**src/verilog/atcs_regs.vh**
```
`ifndef ATCS_REGS_VH
`define ATCS_REGS_VH
// Register byte offsets
`define ATCS_CFG_OFS       12'h000
`define ATCS_TRK_OFS       12'h004
`define ATCS_MUX_OFS       12'h008
`define ATCS_CTL_OFS       12'h00c
`define ATCS_STAT_OFS      12'h010
// Configuration register fields
`define ATCS_CFG_SCDIV_LSB 3
`define ATCS_CFG_SCDIV_W   5
`define ATCS_CFG_BURST_BIT 0
`define ATCS_CFG_RESET     8'hf8
// Tracking register fields
`define ATCS_TRK_TK_LSB    0
`define ATCS_TRK_TK_W      4
`define ATCS_TRK_TM_LSB    4
`define ATCS_TRK_RESET     8'h0f
// Input select
`define ATCS_MUX_W         6
`define ATCS_MUX_RESET     8'h3f
// Tracking mode codes
`define ATCS_TM_PRE        2'h0
`define ATCS_TM_POST       2'h1
`define ATCS_TM_DUAL       2'h3
// Fixed cycle figures
`define ATCS_TRK_EXTRA     2
`define ATCS_SAR_CYCLES    13
`define ATCS_CONV_EXTRA    2
`define ATCS_BURST_MAX_MHZ 25
`endif

```
**src/verilog/atcs_top.v**
```verilog
`timescale 1ns/1ps
`include "atcs_regs.vh"
// Notes on behaviour
// - Tracking mode code 01 selects post-tracking.
// - In post and dual tracking a tracking interval starts on convert start and conversion follows it.
// - In post-tracking the sampling switch stays open after a conversion until the next convert start.
// - Tracking mode code 11 selects dual-tracking.
// - In dual-tracking the input is tracked from the end of a conversion until the next one begins.
// - With burst select clear the subsystem clock is the system clock.
// - With burst select set the subsystem clock is the burst oscillator, at most 25 MHz.
// - The SAR clock is the subsystem clock divided by the configuration divider field plus one.
// - The converter is always in exactly one of tracking, converting or idle.
// - In pre-tracking software owns tracking and conversion begins at once on convert start.
// - The tracking interval lasts the tracking time field plus two subsystem cycles.
// - Conversion follows tracking with no idle gap.
// - A conversion takes thirteen SAR cycles plus two subsystem cycles with burst select clear, plus one subsystem cycle with it set.
module atcs_top #(
  parameter TK_W  = `ATCS_TRK_TK_W,
  parameter DIV_W = `ATCS_CFG_SCDIV_W
) (
  input  wire        SYS_CLK_IN,
  input  wire        RESETN_IN,
  input  wire        PSEL_IN,
  input  wire        PENABLE_IN,
  input  wire        PWRITE_IN,
  input  wire [11:0] PADDR_IN,
  input  wire [31:0] PWDATA_IN,
  output reg  [31:0] PRDATA_OUT,
  output reg         PREADY_OUT,
  output reg         PSLVERR_OUT,
  input  wire        CONV_START_IN,
  input  wire        BURST_TICK_IN,
  output reg         TRACKING_OUT,
  output reg         CONVERTING_OUT,
  output reg         IDLE_OUT,
  output reg         SAMPLE_SW_OUT,
  output reg  [5:0]  INPUT_SEL_OUT,
  output reg         BURST_SEL_OUT,
  output reg         CONV_DONE_OUT
);
  localparam ST_IDLE = 3'b001;
  localparam ST_TRK  = 3'b010;
  localparam ST_CONV = 3'b100;
  // Step 0 is the start cycle, 1..13 the SAR cycles, the last one the finish cycle
  localparam integer SAR_LAST  = `ATCS_SAR_CYCLES + 1;
  localparam integer TRK_EXTRA = `ATCS_TRK_EXTRA;
  localparam [7:0]   MUX_RESET = `ATCS_MUX_RESET;

  reg  [7:0]  cfg_q;
  reg  [7:0]  trk_q;
  reg  [5:0]  mux_q;
  reg         swtrk_q;
  reg  [2:0]  st_q;
  reg  [2:0]  st_d;
  reg  [7:0]  cnt_q;
  reg  [7:0]  cnt_d;
  reg  [3:0]  sar_q;
  reg  [3:0]  sar_d;
  reg         done_d;
  reg         start_pend_q;
  reg  [31:0] rdata;
  reg         mapped;
  wire        converter_subsystem_clock_en;
  wire        sar_tick;
  wire        acc;
  wire        wr;
  wire [1:0]  tm;
  wire [TK_W-1:0]  tk;
  wire [DIV_W-1:0] scdiv;
  wire        burst;
  wire        start_req;
  wire        in_idle;
  wire        in_conv;
  wire        rd_first;

  assign acc   = PSEL_IN & PENABLE_IN;
  assign wr    = acc & PWRITE_IN;
  assign tm    = trk_q[`ATCS_TRK_TM_LSB+1:`ATCS_TRK_TM_LSB];
  assign tk    = trk_q[`ATCS_TRK_TK_LSB+TK_W-1:`ATCS_TRK_TK_LSB];
  assign scdiv = cfg_q[`ATCS_CFG_SCDIV_LSB+DIV_W-1:`ATCS_CFG_SCDIV_LSB];
  assign burst = cfg_q[`ATCS_CFG_BURST_BIT];
  // Burst oscillator arrives as an enable pulse; must not exceed 25 MHz
  assign converter_subsystem_clock_en   = burst ? BURST_TICK_IN : 1'b1;
  assign start_req = CONV_START_IN | start_pend_q;
  assign in_idle   = st_q == ST_IDLE;
  assign in_conv   = st_q == ST_CONV;
  assign rd_first  = acc & ~PREADY_OUT & ~PWRITE_IN;

  atcs_sar_clk #(
    .DIV_W (DIV_W)
  ) u_sar_clk (
    .clk_in   (SYS_CLK_IN),
    .rst_n_in (RESETN_IN),
    .run_in   (in_conv),
    .en_in    (converter_subsystem_clock_en),
    .div_in   (scdiv),
    .tick_out (sar_tick)
  );

  always @*
  begin
    case (PADDR_IN)
      `ATCS_CFG_OFS:
      begin
        rdata  = {24'h0, cfg_q};
        mapped = 1'b1;
      end
      `ATCS_TRK_OFS:
      begin
        rdata  = {24'h0, trk_q};
        mapped = 1'b1;
      end
      `ATCS_MUX_OFS:
      begin
        rdata  = {26'h0, mux_q};
        mapped = 1'b1;
      end
      `ATCS_CTL_OFS:
      begin
        rdata  = {31'h0, swtrk_q};
        mapped = 1'b1;
      end
      `ATCS_STAT_OFS:
      begin
        rdata  = {28'h0, sar_q[0], st_q};
        mapped = 1'b1;
      end
      default:
      begin
        rdata  = 32'h0;
        mapped = 1'b0;
      end
    endcase
  end

  // Sequencer; one-hot states keep exactly one state active
  always @*
  begin
    st_d   = st_q;
    cnt_d  = cnt_q;
    sar_d  = sar_q;
    done_d = 1'b0;
    case (st_q)
      ST_IDLE:
      begin
        if (start_req && converter_subsystem_clock_en)
        begin
          if (tm == `ATCS_TM_PRE || tm == 2'h2)
          begin
            st_d  = ST_CONV;
            cnt_d = 8'h0;
            sar_d = 4'h0;
          end
          else
          begin
            st_d  = ST_TRK;
            cnt_d = {{(8-TK_W){1'b0}}, tk} + TRK_EXTRA[7:0] - 8'h1;
          end
        end
      end
      ST_TRK:
      begin
        if (converter_subsystem_clock_en)
        begin
          if (cnt_q == 8'h0)
          begin
            st_d  = ST_CONV;
            sar_d = 4'h0;
          end
          else
            cnt_d = cnt_q - 8'h1;
        end
      end
      ST_CONV:
      begin
        // sar_q 0: start cycle, 1..13: SAR cycles, 14: finish cycle
        if (sar_q == 4'h0)
        begin
          if (converter_subsystem_clock_en)
            sar_d = 4'h1;
        end
        else if (sar_q == SAR_LAST[3:0])
        begin
          // A stray tick here must not step past the finish cycle
          if (converter_subsystem_clock_en)
          begin
            st_d   = ST_IDLE;
            done_d = 1'b1;
            sar_d  = 4'h0;
          end
        end
        else if (sar_tick)
          sar_d = sar_q + 4'h1;
      end
      default:
        st_d = ST_IDLE;
    endcase
  end

  // One wait state: answer the cycle after the access phase opens
  always @(posedge SYS_CLK_IN or negedge RESETN_IN)
  begin
    if (!RESETN_IN)
    begin
      PRDATA_OUT  <= 32'h0;
      PREADY_OUT  <= 1'b0;
      PSLVERR_OUT <= 1'b0;
    end
    else
    begin
      PREADY_OUT  <= acc & ~PREADY_OUT;
      PSLVERR_OUT <= acc & ~PREADY_OUT & ~mapped;
      PRDATA_OUT  <= rd_first ? rdata : 32'h0;
    end
  end

  // Writes land on the completing edge; unmapped writes are dropped
  always @(posedge SYS_CLK_IN or negedge RESETN_IN)
  begin
    if (!RESETN_IN)
    begin
      cfg_q   <= `ATCS_CFG_RESET;
      trk_q   <= `ATCS_TRK_RESET;
      mux_q   <= MUX_RESET[5:0];
      swtrk_q <= 1'b0;
    end
    else if (wr && PREADY_OUT)
    begin
      case (PADDR_IN)
        `ATCS_CFG_OFS:
        begin
          cfg_q <= PWDATA_IN[7:0];
        end
        `ATCS_TRK_OFS:
        begin
          trk_q <= {2'h0, PWDATA_IN[5:0]};
        end
        `ATCS_MUX_OFS:
        begin
          mux_q <= PWDATA_IN[5:0];
        end
        `ATCS_CTL_OFS:
        begin
          swtrk_q <= PWDATA_IN[0];
        end
        default:
        begin
          swtrk_q <= swtrk_q;
        end
      endcase
    end
  end

  // Sequencer state and counters
  always @(posedge SYS_CLK_IN or negedge RESETN_IN)
  begin
    if (!RESETN_IN)
    begin
      st_q         <= ST_IDLE;
      cnt_q        <= 8'h0;
      sar_q        <= 4'h0;
      start_pend_q <= 1'b0;
    end
    else
    begin
      // A start between burst ticks waits for the next tick; starts while busy are dropped
      start_pend_q <= start_req & in_idle & ~converter_subsystem_clock_en;
      st_q         <= st_d;
      cnt_q        <= cnt_d;
      sar_q        <= sar_d;
    end
  end

  // Pins follow the next state so they line up with st_q
  always @(posedge SYS_CLK_IN or negedge RESETN_IN)
  begin
    if (!RESETN_IN)
    begin
      TRACKING_OUT   <= 1'b0;
      CONVERTING_OUT <= 1'b0;
      IDLE_OUT       <= 1'b1;
      SAMPLE_SW_OUT  <= 1'b0;
      INPUT_SEL_OUT  <= MUX_RESET[5:0];
      BURST_SEL_OUT  <= 1'b0;
      CONV_DONE_OUT  <= 1'b0;
    end
    else
    begin
      TRACKING_OUT   <= st_d == ST_TRK;
      CONVERTING_OUT <= st_d == ST_CONV;
      IDLE_OUT       <= st_d == ST_IDLE;
      // Switch closed while tracking; pre-mode lets software hold it
      SAMPLE_SW_OUT  <= (st_d == ST_TRK) |
                        (st_d == ST_IDLE && tm == `ATCS_TM_DUAL) |
                        (st_d == ST_IDLE && tm != `ATCS_TM_POST && tm != `ATCS_TM_DUAL && swtrk_q);
      INPUT_SEL_OUT  <= mux_q;
      BURST_SEL_OUT  <= burst;
      CONV_DONE_OUT  <= done_d;
    end
  end
endmodule

```
**src/verilog/atcs_sar_clk.v**
```verilog
`timescale 1ns/1ps
module atcs_sar_clk #(
  parameter DIV_W = 5
) (
  input  wire             clk_in,
  input  wire             rst_n_in,
  input  wire             run_in,
  input  wire             en_in,
  input  wire [DIV_W-1:0] div_in,
  output reg              tick_out
);
  reg [DIV_W-1:0] cnt_q;

  // Tick after every div_in+1 subsystem cycles; phase restarts with each conversion
  // Counting only on subsystem cycles keeps the ratio right under the burst clock
  always @(posedge clk_in or negedge rst_n_in)
  begin
    if (!rst_n_in)
    begin
      cnt_q    <= {DIV_W{1'b0}};
      tick_out <= 1'b0;
    end
    else if (!run_in)
    begin
      cnt_q    <= {DIV_W{1'b0}};
      tick_out <= 1'b0;
    end
    else if (!en_in)
    begin
      cnt_q    <= cnt_q;
      tick_out <= 1'b0;
    end
    else if (cnt_q == div_in)
    begin
      cnt_q    <= {DIV_W{1'b0}};
      tick_out <= 1'b1;
    end
    else
    begin
      cnt_q    <= cnt_q + {{(DIV_W-1){1'b0}}, 1'b1};
      tick_out <= 1'b0;
    end
  end
endmodule

```
**config.mk**
```make
export PLATFORM = sky130hd
export DESIGN_NAME = atcs_top
export DESIGN_NICKNAME = d
export VERILOG_FILES = /design/src/verilog/atcs_top.v /design/src/verilog/atcs_sar_clk.v
export VERILOG_INCLUDE_DIRS = /design/src /design/src/verilog
export SDC_FILE = /design/constraint.sdc
export NUM_CORES = 1
export LEC_CHECK = 0
export ABC_CLOCK_PERIOD_IN_PS = 3900
export BUFFER_PORTS_ARGS = -buffer_cell sky130_fd_sc_hd__buf_2
export CAP_MARGIN = 20
export CORE_UTILIZATION = 56
export CTS_CLUSTER_SIZE = 24
export DETAILED_ROUTE_END_ITERATION = 8
export GPL_TIMING_DRIVEN = 0
export MAX_ROUTING_LAYER = met4
export PLACE_DENSITY_LB_ADDON = 0.2
export SETUP_SLACK_MARGIN = 0.15
export SYNTH_ARGS = -nofsm -noshare
export SYNTH_HDL_FRONTEND = slang
export SYNTH_SLANG_ARGS = --single-unit
export TNS_END_PERCENT = 30
```
**constraint.sdc**
```tcl
create_clock -name SYS_CLK_IN -period 3.9 [get_ports SYS_CLK_IN]
set_input_delay 0.78 -clock SYS_CLK_IN [delete_from_list [all_inputs] [get_ports SYS_CLK_IN]]
set_output_delay 0.78 -clock SYS_CLK_IN [all_outputs]
set_load 0.05 [all_outputs]
```
==> impl_metrics.toml <==
[power_and_ir_drop]
p_sw_w = 0.000598
internal_power_w = 0.00131
swShare_pct = 31.3
combPwrFrac_pct = 22.2
powerDensity_mw_per_mm2 = 476
p_seq_share_pct = 40.2
p_leak_nw = 1.91
clkPwrFrac_pct = 37.5
p_total_w = 0.00191
max-vdd-ir-drop_v = 0.000249

[sta]
hold_viol = 0
clock_skew_ps = 10.6
drv_slew = 0
fin_crit_ps = 2430
setup_slack_ps = 1470
setup_viol = 0
rsz0062_at_grt = "no"
fmax_mhz = 411
finalCritPeriodShare_pct = 62.4
relSlewSlack_pct = 48.8
fin_setup_tns_ps = 0
worst_slew_pin_slew_ps = 767

[hold_path]
hold_path_class = "flop to flop"
hold_start = "mux_q[0]"

[logic_synthesis]
synthesis.area_mm2 = 0.00333
postSynthCellCount = 307
synth_edf_count = 0
ys.flop_type = "dfrtp_1"
yosysWarnings = 0
ys_ff_latch = 65
synth_cell_types = 51
syn_area_per_cell_um2 = 10.9
synth_seq_area_share_pct = 49.7
synthArstFlopShare_pct = 100

[layout]
finalNetCount = 445
fillers = 433
design_area_mm2 = 0.00401
area_growth_pct = 20.2
drive_gt1_share_pct = 36.2
num_antenna_cells = 0
fin_util_pct = 71.4

[drt]
dr_wl_met3_um = 354
dr.first_iter.drc_count = 163
dr.pass1.iters = 4
vias_per_cell = 5.47
drc = 0
routed_wl_mm = 6.82
post_drt_wl_per_cell_um = 14.7
wl_met2_mm = 3.34
ant_nets = 0
highest_layer = "met4"
m1WireLength_mm = 2.98
via_count = 2539

[critical_path]
endpoint_kind = "flop"
r2r_cells = 5
crit_end = "cfg_q[1]"
cp-start-kind = "input port"
crit_fanout = 8
cp-startpoint = "PADDR_IN[7]"
worstPathArrival_ps = 2670
r2r-start = "st_q[0]"
cp_data_required_time_ps = 4140
timing.rr.end = "cnt_q[7]"
path_class = "input port to flop"
r2r_slack_ps = 1520

[cts]
post_cts_resized = 0
clock_sinks = 65
clk_pin_slew_ps = 70
cts_hold_buf = 0
cts_htree_levels = 3
insertion_delay_ps = 350
cts_buffers = 9
post_cts_buffers = 0
cts_tree = "done"
clockBufferDepth = 2
cts_root_buf = "clkbuf_8"

[global_route]
grt_pass1_vias = 2452
grt_usage_pct = 25.4
grt_max_degree = 42
grt_overflow = 0
antenna_found_initial = 0
grt_pass1_wl_mm = 11.6

[floorplan]
fp.coreArea_mm2 = 0.00561
placementRows = 27
chipWidth_um = 79.1
start_util_pct = 59.4
ioPinCount = 97
die-area_mm2 = 0.00626
chipHeight_um = 79.1

[place]
dp_hpwl_mm = 4.88
place_ws_ps = 1100
dpl_cell_area_mm2 = 0.00375
gp_congestion = 0.875
io_buffers = 45

[run]
cap_violations = 0

[outcome]
status = "complete, no violations"
routing by layer:
layer  vias up  global-route usage, %
met5         -                      -
met4         0                   10.4
met3        16                   5.52
met2        81                   39.7
met1      1225                   32.2
li1       1217                      -
stage by stage:
stage,instances,hold slack [ps]
after floorplan,330,358
after global placement,447,363
after detailed placement,448,366
after CTS,464,378
after global routing,464,385
final,464,379
final cells by class:
type,instances,area (um2),area share [%]
Clock inverter,6,115,2.87
Multi-Input combinational cell,224,1510,37.8
Sequential cell,65,1660,41.3
Buffer,33,220,5.50
Clock buffer,10,138,3.44
Timing Repair Buffer,46,245,6.12
Inverter,8,30.0,0.750
Tap cell,72,90.1,2.25
synthesized netlist by cell type (all sizes together), types with 2 or more instances:
| cell | number | area share [%] |
|---|---|---|
| a21oi | 14 | 2.1 |
| a22oi | 3 | 0.68 |
| a2bb2oi | 3 | 0.79 |
| a31oi | 5 | 0.94 |
| and2 | 3 | 0.56 |
| and3 | 2 | 0.38 |
| buf | 27 | 5.9 |
| clkbuf | 6 | 0.68 |
| dfrtp | 42 | 32 |
| dfstp | 23 | 18 |
| ha | 7 | 2.6 |
| inv | 8 | 0.90 |
| mux2 | 22 | 7.4 |
| mux2i | 7 | 2.1 |
| nand2 | 17 | 1.9 |
| nand2b | 2 | 0.38 |
| nand3 | 15 | 2.4 |
| nor2 | 22 | 2.5 |
| nor2b | 7 | 1.3 |
| nor3 | 6 | 0.90 |
| nor3b | 7 | 1.9 |
| nor4 | 7 | 2.0 |
| o211ai | 2 | 0.45 |
| o21a | 3 | 0.68 |
| o21ai | 10 | 1.5 |
| o221ai | 2 | 0.53 |
| o2bb2ai | 2 | 0.53 |
| o31ai | 3 | 0.68 |
| or3 | 5 | 1.1 |
| or3b | 2 | 0.53 |
| or4 | 4 | 0.90 |
| xor2 | 6 | 1.6 |
how the worst min path moves through the flow:
stage                             endpoint  cells after the start
final                     INPUT_SEL_OUT[0]                      0
after global routing      INPUT_SEL_OUT[0]                      0
after CTS                 INPUT_SEL_OUT[0]                      0
after detailed placement  INPUT_SEL_OUT[5]                      0
after global placement    INPUT_SEL_OUT[0]                      0
after floorplan           INPUT_SEL_OUT[0]                      0
cell usage in the layout (no fill, tap or decap), types with 4 or more instances in the layout:
| cell | count |
|---|---|
| inv_1 | 8 |
| dfstp_2 | 23 |
| nor2b_1 | 7 |
| nor4_1 | 5 |
| xor2_1 | 6 |
| nand3_1 | 14 |
| a31oi_1 | 5 |
| o21ai_0 | 10 |
| ha_1 | 7 |
| clkbuf_8 | 10 |
| mux2i_1 | 7 |
| clkbuf_1 | 6 |
| dfrtp_1 | 42 |
| or3_1 | 4 |
| nor2_1 | 22 |
| nand2_1 | 17 |
| buf_2 | 47 |
| or4_1 | 4 |
| nor3b_1 | 6 |
| mux2_2 | 22 |
| nor3_1 | 6 |
| buf_4 | 25 |
| a21oi_1 | 14 |
| conb_1 | 24 |
flip-flops by register name (all words and copies together) (netlist names), 3 cells and up:
register         cells
INPUT_SEL_OUT        6
cnt_q                8
st_q                 3
sar_q                4
PRDATA_OUT           8
u_sar_clk.cnt_q      5
trk_q                6
mux_q                6
cfg_q                8
kinds of logic (layout without fill, tap and decap cells):
| group | after synthesis | in the layout | synth area share, % |
|---|---|---|---|
| compound gates | 55 | 55 | 11.3 |
| other cells | 1 | 24 | 0.113 |
| flops | 65 | 65 | 49.7 |
| simple gates | 102 | 102 | 17.4 |
| xor+xnor | 7 | 7 | 1.84 |
| buf+inv | 41 | 103 | 7.51 |
| fa+ha+maj | 7 | 7 | 2.63 |
| mux | 29 | 29 | 9.54 |
critical path, stage by stage:
cell and delay, ps:
buf_2 100, nor4_2 280, nand3_2 190, or3_4 440
nor4_4 470, mux2_2 400
power by group through the flow:
stage / Combinational [W] / Sequential (W) / Clock, W
finish: 0.000424 / 0.000767 / 0.000716
floorplan: 0.000283 / 0.000809 / 0
global route: 0.000469 / 0.000773 / 0.000758
detailed placement: 0.000417 / 0.000778 / 0
CTS: 0.000422 / 0.000766 / 0.000722
global placement: 0.000406 / 0.000777 / 0
No activity file was read; power rests on OpenSTA's default activity.
